--- config.mk ---
export PLATFORM = sky130hd
export DESIGN_NAME = pds_store
export DESIGN_NICKNAME = d
export VERILOG_FILES = /design/src/rtl/pds_pkg.sv /design/src/rtl/pds_nv_commit.sv /design/src/rtl/pds_store.sv
export SDC_FILE = /design/constraint.sdc
export NUM_CORES = 2
export LEC_CHECK = 0
export BUFFER_PORTS_ARGS = -buffer_cell sky130_fd_sc_hd__buf_2
export CAP_MARGIN = 20
export CELL_PAD_IN_SITES_DETAIL_PLACEMENT = 1
export CELL_PAD_IN_SITES_GLOBAL_PLACEMENT = 1
export CORE_ASPECT_RATIO = 2
export CORE_UTILIZATION = 30
export DETAILED_ROUTE_END_ITERATION = 7
export PLACE_DENSITY_LB_ADDON = 0.1
export SLEW_MARGIN = 20
export SYNTH_ARGS = -nofsm -noshare
export SYNTH_HDL_FRONTEND = slang
export SYNTH_SLANG_ARGS = --single-unit
--- constraint.sdc ---
create_clock -name CLK_SYS -period 5 [get_ports CLK_SYS]
set_clock_uncertainty 0.2 [all_clocks]
set_input_delay 0.5 -clock CLK_SYS [delete_from_list [all_inputs] [get_ports CLK_SYS]]
set_output_delay 0.5 -clock CLK_SYS [all_outputs]
set_load 0.1 [all_outputs]
--- src/rtl/pds_pkg.sv ---
// Purpose: Constants for the parameter dictionary store
// Assumes: One clock, asynchronous active-low reset
// Notes: Behaviour list below
//
// Behaviour
// - Entries addressed by 16-bit index and 8-bit subindex.
// - Access follows entry attribute; fixed entries read only.
// - Identity entry lives at index 0x1000.
// - Channel settings live from index 0x8000.
// - Old range 0x4000 mirrors 0x8000; both reach same storage.
// - Input PDOs at 0x6000, output PDOs at 0x7000.
// - Online writes are committed to nonvolatile memory safely.
// - Code word 0x12345678 at 0xF008 suppresses saving while held.
// - Suppressed writes are accepted but not saved; off after power-up.
// - Each channel owns sixteen indices, stride 0x10.
package pds_pkg;
	// ==========================================
	// Addressing
	localparam int IDX_W = 16;
	localparam int SUB_W = 8;
	localparam int DAT_W = 32;
	// Range select nibble width, channel field position and indices per channel
	localparam int SEL_W = 4;
	localparam int CH_LSB = 4;
	localparam int CH_STRIDE = 16;
	localparam logic [IDX_W-1:0] IDX_IDENT = 16'h1000;
	localparam logic [IDX_W-1:0] IDX_OLD_CH = 16'h4000;
	localparam logic [IDX_W-1:0] IDX_IN_PDO = 16'h6000;
	localparam logic [IDX_W-1:0] IDX_OUT_PDO = 16'h7000;
	localparam logic [IDX_W-1:0] IDX_CH = 16'h8000;
	localparam logic [IDX_W-1:0] IDX_SAVE_CTL = 16'hf008;
	localparam logic [3:0] RANGE_SEL_IDENT = 4'h1;
	localparam logic [3:0] RANGE_SEL_OLD = 4'h4;
	localparam logic [3:0] RANGE_SEL_IN = 4'h6;
	localparam logic [3:0] RANGE_SEL_OUT = 4'h7;
	localparam logic [3:0] RANGE_SEL_CH = 4'h8;
	localparam logic [DAT_W-1:0] SAVE_OFF_CODE = 32'h12345678;
	localparam logic [DAT_W-1:0] DATA_ZERO = 32'h00000000;
	// ==========================================
	// Abort codes
	localparam logic [DAT_W-1:0] ABORT_READ_ONLY = 32'h06010002;
	localparam logic [DAT_W-1:0] ABORT_NO_OBJECT = 32'h06020000;
	localparam logic [DAT_W-1:0] ABORT_NO_SUB = 32'h06090011;
	// Arbitrary identity value
	localparam logic [DAT_W-1:0] IDENT_VALUE = 32'h00c0ffee;
endpackage

--- src/rtl/pds_nv_commit.sv ---
// Purpose: Hands a committed parameter to the nonvolatile writer
// Assumes: Writer acknowledges each request with NV_DONE
// Notes: Holds one pending commit at a time
`timescale 1ns/1ps
module pds_nv_commit
	import pds_pkg::*;
#(
	parameter int AW = 6
) (
	input wire logic clk,
	input wire logic rst_n,
	input wire logic start,
	input wire logic [AW-1:0] addr,
	input wire logic [pds_pkg::DAT_W-1:0] data,
	input wire logic done,
	output logic busy,
	output logic req,
	output logic [AW-1:0] req_addr,
	output logic [pds_pkg::DAT_W-1:0] req_data
);
	logic req_d;
	logic [AW-1:0] addr_d;
	logic [DAT_W-1:0] data_d;
	// ==========================================
	// Request hold
	always_comb begin
		req_d = req;
		addr_d = req_addr;
		data_d = req_data;
		if (req && done) begin
			req_d = 1'b0;
		end
		if (start && !req) begin
			req_d = 1'b1;
			addr_d = addr;
			data_d = data;
		end
	end
	always_ff @(posedge clk or negedge rst_n) begin
		if (!rst_n) begin
			req <= 1'b0;
			req_addr <= '0;
			req_data <= '0;
		end else begin
			req <= req_d;
			req_addr <= addr_d;
			req_data <= data_d;
		end
	end
	assign busy = req;
endmodule

--- src/rtl/pds_store.sv ---
// Purpose: Parameter dictionary store with index/subindex access
// Assumes: Requests are one-cycle pulses; a request waits while BUSY
// Notes: Channel storage is CHANNELS x 16 indices x SUBS words
`timescale 1ns/1ps
module pds_store
	import pds_pkg::*;
#(
	parameter int CHANNELS = 2,
	parameter int SUBS = 2
) (
	input wire logic CLK_SYS,
	input wire logic RST_N,
	input wire logic REQ_VALID,
	input wire logic REQ_WRITE,
	input wire logic [pds_pkg::IDX_W-1:0] REQ_INDEX,
	input wire logic [pds_pkg::SUB_W-1:0] REQ_SUBINDEX,
	input wire logic [pds_pkg::DAT_W-1:0] REQ_WDATA,
	input wire logic [pds_pkg::DAT_W-1:0] IN_PDO_DATA,
	input wire logic NV_DONE,
	output logic RSP_VALID,
	output logic RSP_ABORT,
	output logic [pds_pkg::DAT_W-1:0] RSP_DATA,
	output logic BUSY,
	output logic SUPPRESS_NONVOLATILE_SAVE,
	output logic NV_REQ,
	output logic [$clog2(CHANNELS*16*SUBS)-1:0] NV_ADDR,
	output logic [pds_pkg::DAT_W-1:0] NV_DATA,
	output logic [pds_pkg::DAT_W-1:0] OUT_PDO_DATA
);
	localparam int ENTRIES = CHANNELS * CH_STRIDE * SUBS;
	localparam int AW = $clog2(ENTRIES);
	localparam int SW = $clog2(SUBS);
	localparam int CHW = $clog2(CHANNELS);

	logic [DAT_W-1:0] mem_q [ENTRIES];
	logic [DAT_W-1:0] save_word_q, save_word_d;
	logic [DAT_W-1:0] out_pdo_q, out_pdo_d;
	logic rsp_valid_d, rsp_abort_d;
	logic [DAT_W-1:0] rsp_data_d;
	logic [SEL_W-1:0] sel;
	logic ch_hit, sub_ok, ch_wr, commit_start, nv_busy;
	logic [AW-1:0] ch_addr;

	// ==========================================
	// Decode
	function automatic logic save_word_q_eq(input logic [DAT_W-1:0] w);
		return w == SAVE_OFF_CODE;
	endfunction

	assign sel = REQ_INDEX[IDX_W-1 -: SEL_W];
	// Channel n owns indices base + n*0x10 .. +0xF; old range mirrors new
	assign ch_hit = (sel == RANGE_SEL_CH || sel == RANGE_SEL_OLD)
		&& (REQ_INDEX[IDX_W-SEL_W-1:CH_LSB]
		< (IDX_W-SEL_W-CH_LSB)'(CHANNELS));
	assign sub_ok = REQ_SUBINDEX < SUB_W'(SUBS);
	assign ch_addr = AW'({REQ_INDEX[CH_LSB+CHW-1:CH_LSB], REQ_INDEX[CH_LSB-1:0],
		REQ_SUBINDEX[SW-1:0]});
	assign ch_wr = REQ_VALID && REQ_WRITE && ch_hit && sub_ok && !nv_busy;
	assign commit_start = ch_wr && !save_word_q_eq(save_word_q);

	// ==========================================
	// Access handling
	always_comb begin
		rsp_valid_d = REQ_VALID && !nv_busy;
		rsp_abort_d = 1'b0;
		rsp_data_d = DATA_ZERO;
		save_word_d = save_word_q;
		out_pdo_d = out_pdo_q;
		if (REQ_VALID && !nv_busy) begin
			if (ch_hit) begin
				if (!sub_ok) begin
					rsp_abort_d = 1'b1;
					rsp_data_d = ABORT_NO_SUB;
				end else if (!REQ_WRITE) begin
					rsp_data_d = mem_q[ch_addr];
				end
			end else if (REQ_INDEX == IDX_IDENT && REQ_SUBINDEX == '0) begin
				if (REQ_WRITE) begin
					rsp_abort_d = 1'b1;
					rsp_data_d = ABORT_READ_ONLY;
				end else begin
					rsp_data_d = IDENT_VALUE;
				end
			end else if (REQ_INDEX == IDX_IN_PDO && REQ_SUBINDEX == '0) begin
				if (REQ_WRITE) begin
					rsp_abort_d = 1'b1;
					rsp_data_d = ABORT_READ_ONLY;
				end else begin
					rsp_data_d = IN_PDO_DATA;
				end
			end else if (REQ_INDEX == IDX_OUT_PDO && REQ_SUBINDEX == '0) begin
				if (REQ_WRITE) begin
					out_pdo_d = REQ_WDATA;
				end else begin
					rsp_data_d = out_pdo_q;
				end
			end else if (REQ_INDEX == IDX_SAVE_CTL && REQ_SUBINDEX == '0) begin
				if (REQ_WRITE) begin
					save_word_d = REQ_WDATA;
				end else begin
					rsp_data_d = save_word_q;
				end
			end else begin
				rsp_abort_d = 1'b1;
				rsp_data_d = ABORT_NO_OBJECT;
			end
		end
	end
	always_ff @(posedge CLK_SYS or negedge RST_N) begin
		if (!RST_N) begin
			RSP_VALID <= 1'b0;
			RSP_ABORT <= 1'b0;
			RSP_DATA <= DATA_ZERO;
			save_word_q <= DATA_ZERO;
			out_pdo_q <= DATA_ZERO;
		end else begin
			RSP_VALID <= rsp_valid_d;
			RSP_ABORT <= rsp_abort_d;
			RSP_DATA <= rsp_data_d;
			save_word_q <= save_word_d;
			out_pdo_q <= out_pdo_d;
		end
	end

	// ==========================================
	// Channel storage
	genvar gi;
	generate
		for (gi = 0; gi < ENTRIES; gi++) begin : g_ent
			always_ff @(posedge CLK_SYS or negedge RST_N) begin
				if (!RST_N) begin
					mem_q[gi] <= DATA_ZERO;
				end else if (ch_wr && ch_addr == AW'(gi)) begin
					mem_q[gi] <= REQ_WDATA;
				end
			end
		end
	endgenerate

	// ==========================================
	// Nonvolatile commit
	pds_nv_commit #(.AW(AW)) u_commit (
		.clk(CLK_SYS),
		.rst_n(RST_N),
		.start(commit_start),
		.addr(ch_addr),
		.data(REQ_WDATA),
		.done(NV_DONE),
		.busy(nv_busy),
		.req(NV_REQ),
		.req_addr(NV_ADDR),
		.req_data(NV_DATA)
	);

	always_ff @(posedge CLK_SYS or negedge RST_N) begin
		if (!RST_N) begin
			SUPPRESS_NONVOLATILE_SAVE <= 1'b0;
			BUSY <= 1'b0;
			OUT_PDO_DATA <= DATA_ZERO;
		end else begin
			SUPPRESS_NONVOLATILE_SAVE <= save_word_d == SAVE_OFF_CODE;
			BUSY <= commit_start || (nv_busy && !NV_DONE);
			OUT_PDO_DATA <= out_pdo_d;
		end
	end
endmodule
==> run summary <==
Status - completed
DR pass1 iterations - 5
Tmin final - 4.729 ns
Top cells by area, synth - dfrtp_1 (56%), mux2_2 (25%), mux4_2 (14%)
Wire per inst - 33.37 µm
Asr flop ratio synth - 1.000
Root Buffer - clkbuf_16
Crit path capture type - register
Vias/cell - 5.236
Most frequent cells in the layout - dfrtp_1 (2187), mux2_2 (2140), mux4_2 (615), buf_4 (242), clkbuf_16 (227)
Nets - 6279
Worst r2r path cells - 8
Leakage Power - 0.05450 µW
Critical path's top delay family - simple AND/OR/NAND/NOR gates
H-tree depth - 4
Fin. Hold Viols - 0
CORE AREA - 325200 µm²
Worst hold slack - 0.05368 ns
Slew margin rel. - 0.1119
CP peak stage delay - 1.04 ns
Post-Syn Area - 98250 µm²
Die width - 406.7 µm
Worst path cell trace - dlygate4sd3_1, buf_2, nor4_2, dlygate4sd3_1, nand4_1, buf_4, or3_1, nor2_1, nand2_2, buf_4, mux2_2
Total power - 36540 µW
Area share of the largest cell type after synthesis - 0.5570
Final setup viols - 0
Layout overhead on the synthesized area - 15.41%
Dpl hpwl - 220.6 mm
Max clock buf depth - 4
Slowest stage cell, crit path - nor2_1
Slew Limit Fails - 0
Starting density of the core - 0.3022
R2r startpoint - u_commit.busy
Min-delay worst type - primary input to register
RSZ-0062 raised after global routing - no
Routability cong. - 0.7775
Number of top-level pins - 200
Clock Latency Late Sink - 0.93 ns
Period utilization - 0.9458
Worst-path maximum fanout - 32
Worst-path clk slew - 0.06 ns
WP data arrival - 5.29 ns
Commonest non-fill, non-tap cell in the layout - dfrtp_1
WP data required - 5.56 ns
Post-route setup TNS - 0 ns
CTS buffer count - 223
Sink Count - 2187
Cell accounting for the most synthesized area - dfrtp_1
Antenna violations before repair - 20
Worst Hold Path EP - u_commit.req_addr[2]
CP Buf/Inv Count - 5
Vias in the first global route - 63900
#FFs+latches synth - 2187
Share of cells above drive strength 1 - 0.5803
Post-synth EDFFs - 0
Worst hold path cell count - 2
Die ar. - 329900 µm²
Total gr overflow - 0
Total number of vias - 55960
Post-synthesis cell type count - 52
Post-CTS Setup Inserts - 0
First-pass GRT wire length - 514.5 mm
Pwr Density - 322.2 nW/µm²
FF-to-FF setup slack - 0.85 ns
R2r endpoint - mem_q[1927]
Max-cap violations - 0
Detailed router's first-iteration violation count - 2986
Gate Count Post-Synth - 6015
Max IR drop VDD - 0.2649 mV
TritonCTS clock tree - yes
Most used DFF post-synth - dfrtp_1
Antenna Nets Post-Route - 0
Drt drc - 0
Post-Syn Nets - 6108
Fmax achieved - 211.5 MHz
Total Wirelength - 356.6 mm
Post-synthesis sequential area ratio - 0.5570
Pin count of the biggest net entering global routing - 151
Mean Syn Cell Area - 16.33 µm²
Yosys warning total - 0
Worst-Margin Slew - 1.327 ns
Startpoint types - primary input
IO Port Bufs - 199
Rows - 296
GR Util All Layers - 0.2200
Setup CP Type - primary input to register
Hold Path Origin - REQ_INDEX[1]
Chip Height - 811.3 µm
-- state kept, by name, indices dropped and copies added, names as in the netlist, 6 cells and up --
| name | count |
|---|---|
| save_word_q | 32 |
| OUT_PDO_DATA | 32 |
| u_commit.req_data | 32 |
| RSP_DATA | 32 |
| u_commit.req_addr | 6 |
| mem_q | 2048 |
-- layer usage --
metal / track usage / share of wire / up-vias
li1: - / - / 22890
met1: 0.2737 / 0.41 / 31700
met2: 0.3963 / 0.53 / 921
met3: 0.01933 / 0.028 / 454
met4: 0.07324 / 0.037 / 0
met5: 0 / 0 / -
-- metrics by stage --
stage / setup WS [ns] / area, µm² / cells / utilization
3_5_place_dp: 0.2156 / 105500 / 10220 / 0.3246
2_1_floorplan: 1.697 / 98250 / 6015 / -
4_1_cts: 0.3713 / 113400 / 10680 / 0.3486
3_3_place_gp: 0.2228 / 105500 / 10220 / 0.3246
6_report: 0.2711 / 113400 / 10690 / 0.3487
5_1_grt: 0.1162 / 113400 / 10680 / 0.3487
-- worst max path at each step --
| stage | to | startpoint | cells past startpoint | slack, ns |
|---|---|---|---|---|
| 3_3_place_gp | mem_q[1997] | REQ_SUBINDEX[4] | 8 | 0.22 |
| 3_5_place_dp | mem_q[1760] | REQ_SUBINDEX[4] | 8 | 0.22 |
| 6_report | mem_q[1927] | REQ_INDEX[8] | 11 | 0.27 |
| 5_1_grt | mem_q[1931] | REQ_INDEX[8] | 11 | 0.12 |
| 2_1_floorplan | RSP_DATA[28] | REQ_SUBINDEX[0] | 8 | 1.70 |
| 4_1_cts | mem_q[1765] | REQ_INDEX[8] | 11 | 0.37 |
-- final cells by class --
cell class / instances / area [µm²]
fillers: 32790 / 211800
flip-flops and latches: 2187 / 54730
multi-input cells: 3204 / 41250
clock buffers: 348 / 6745
well taps: 4321 / 5406
repair buffers: 564 / 4751
clock inverters: 50 / 476.7
inverters: 6 / 22.52
diodes: 8 / 20.02
-- power breakdown --
| group | leakage (µW) | internal [µW] | switching [µW] | total, µW |
|---|---|---|---|---|
| Clock | 0.00358 | 9620 | 7560 | 17200 |
| Sequential | 0.0306 | 17700 | 0.666 | 17700 |
| Combinational | 0.0204 | 395 | 1270 | 1660 |
| Total | 0.0545 | 27700 | 8830 | 36500 |
-- kinds of logic (layout without fill, tap and decap cells) --
group,after synthesis,after routing,synth area share
flops,2187,2187,0.5570
compound gates,225,225,0.01673
buf+inv,624,968,0.02701
other cells,0,8,0
simple gates,205,205,0.01096
xor+xnor,1,1,0.00008916
mux,2773,2773,0.3882
-- Yosys cell counts, drive strengths merged, types with 11 or more instances --
library cell	count
dfrtp	2187
mux2	2151
nand2b	14
mux4	615
buf	284
a22oi	64
nor4	15
nor3	20
a32o	15
nand4	11
a21oi	48
clkbuf	334
a221o	15
o21ai	22
nand2	69
a221oi	20
nor2	37
-- what timing repair did --
action / 4_1_cts / 5_1_grt
endpoints found under the hold margin: 563 / 0
hold buffers: 59 / 0
gates resized for setup: 0 / 0
Note: power is estimated with default switching activity, not from simulation.
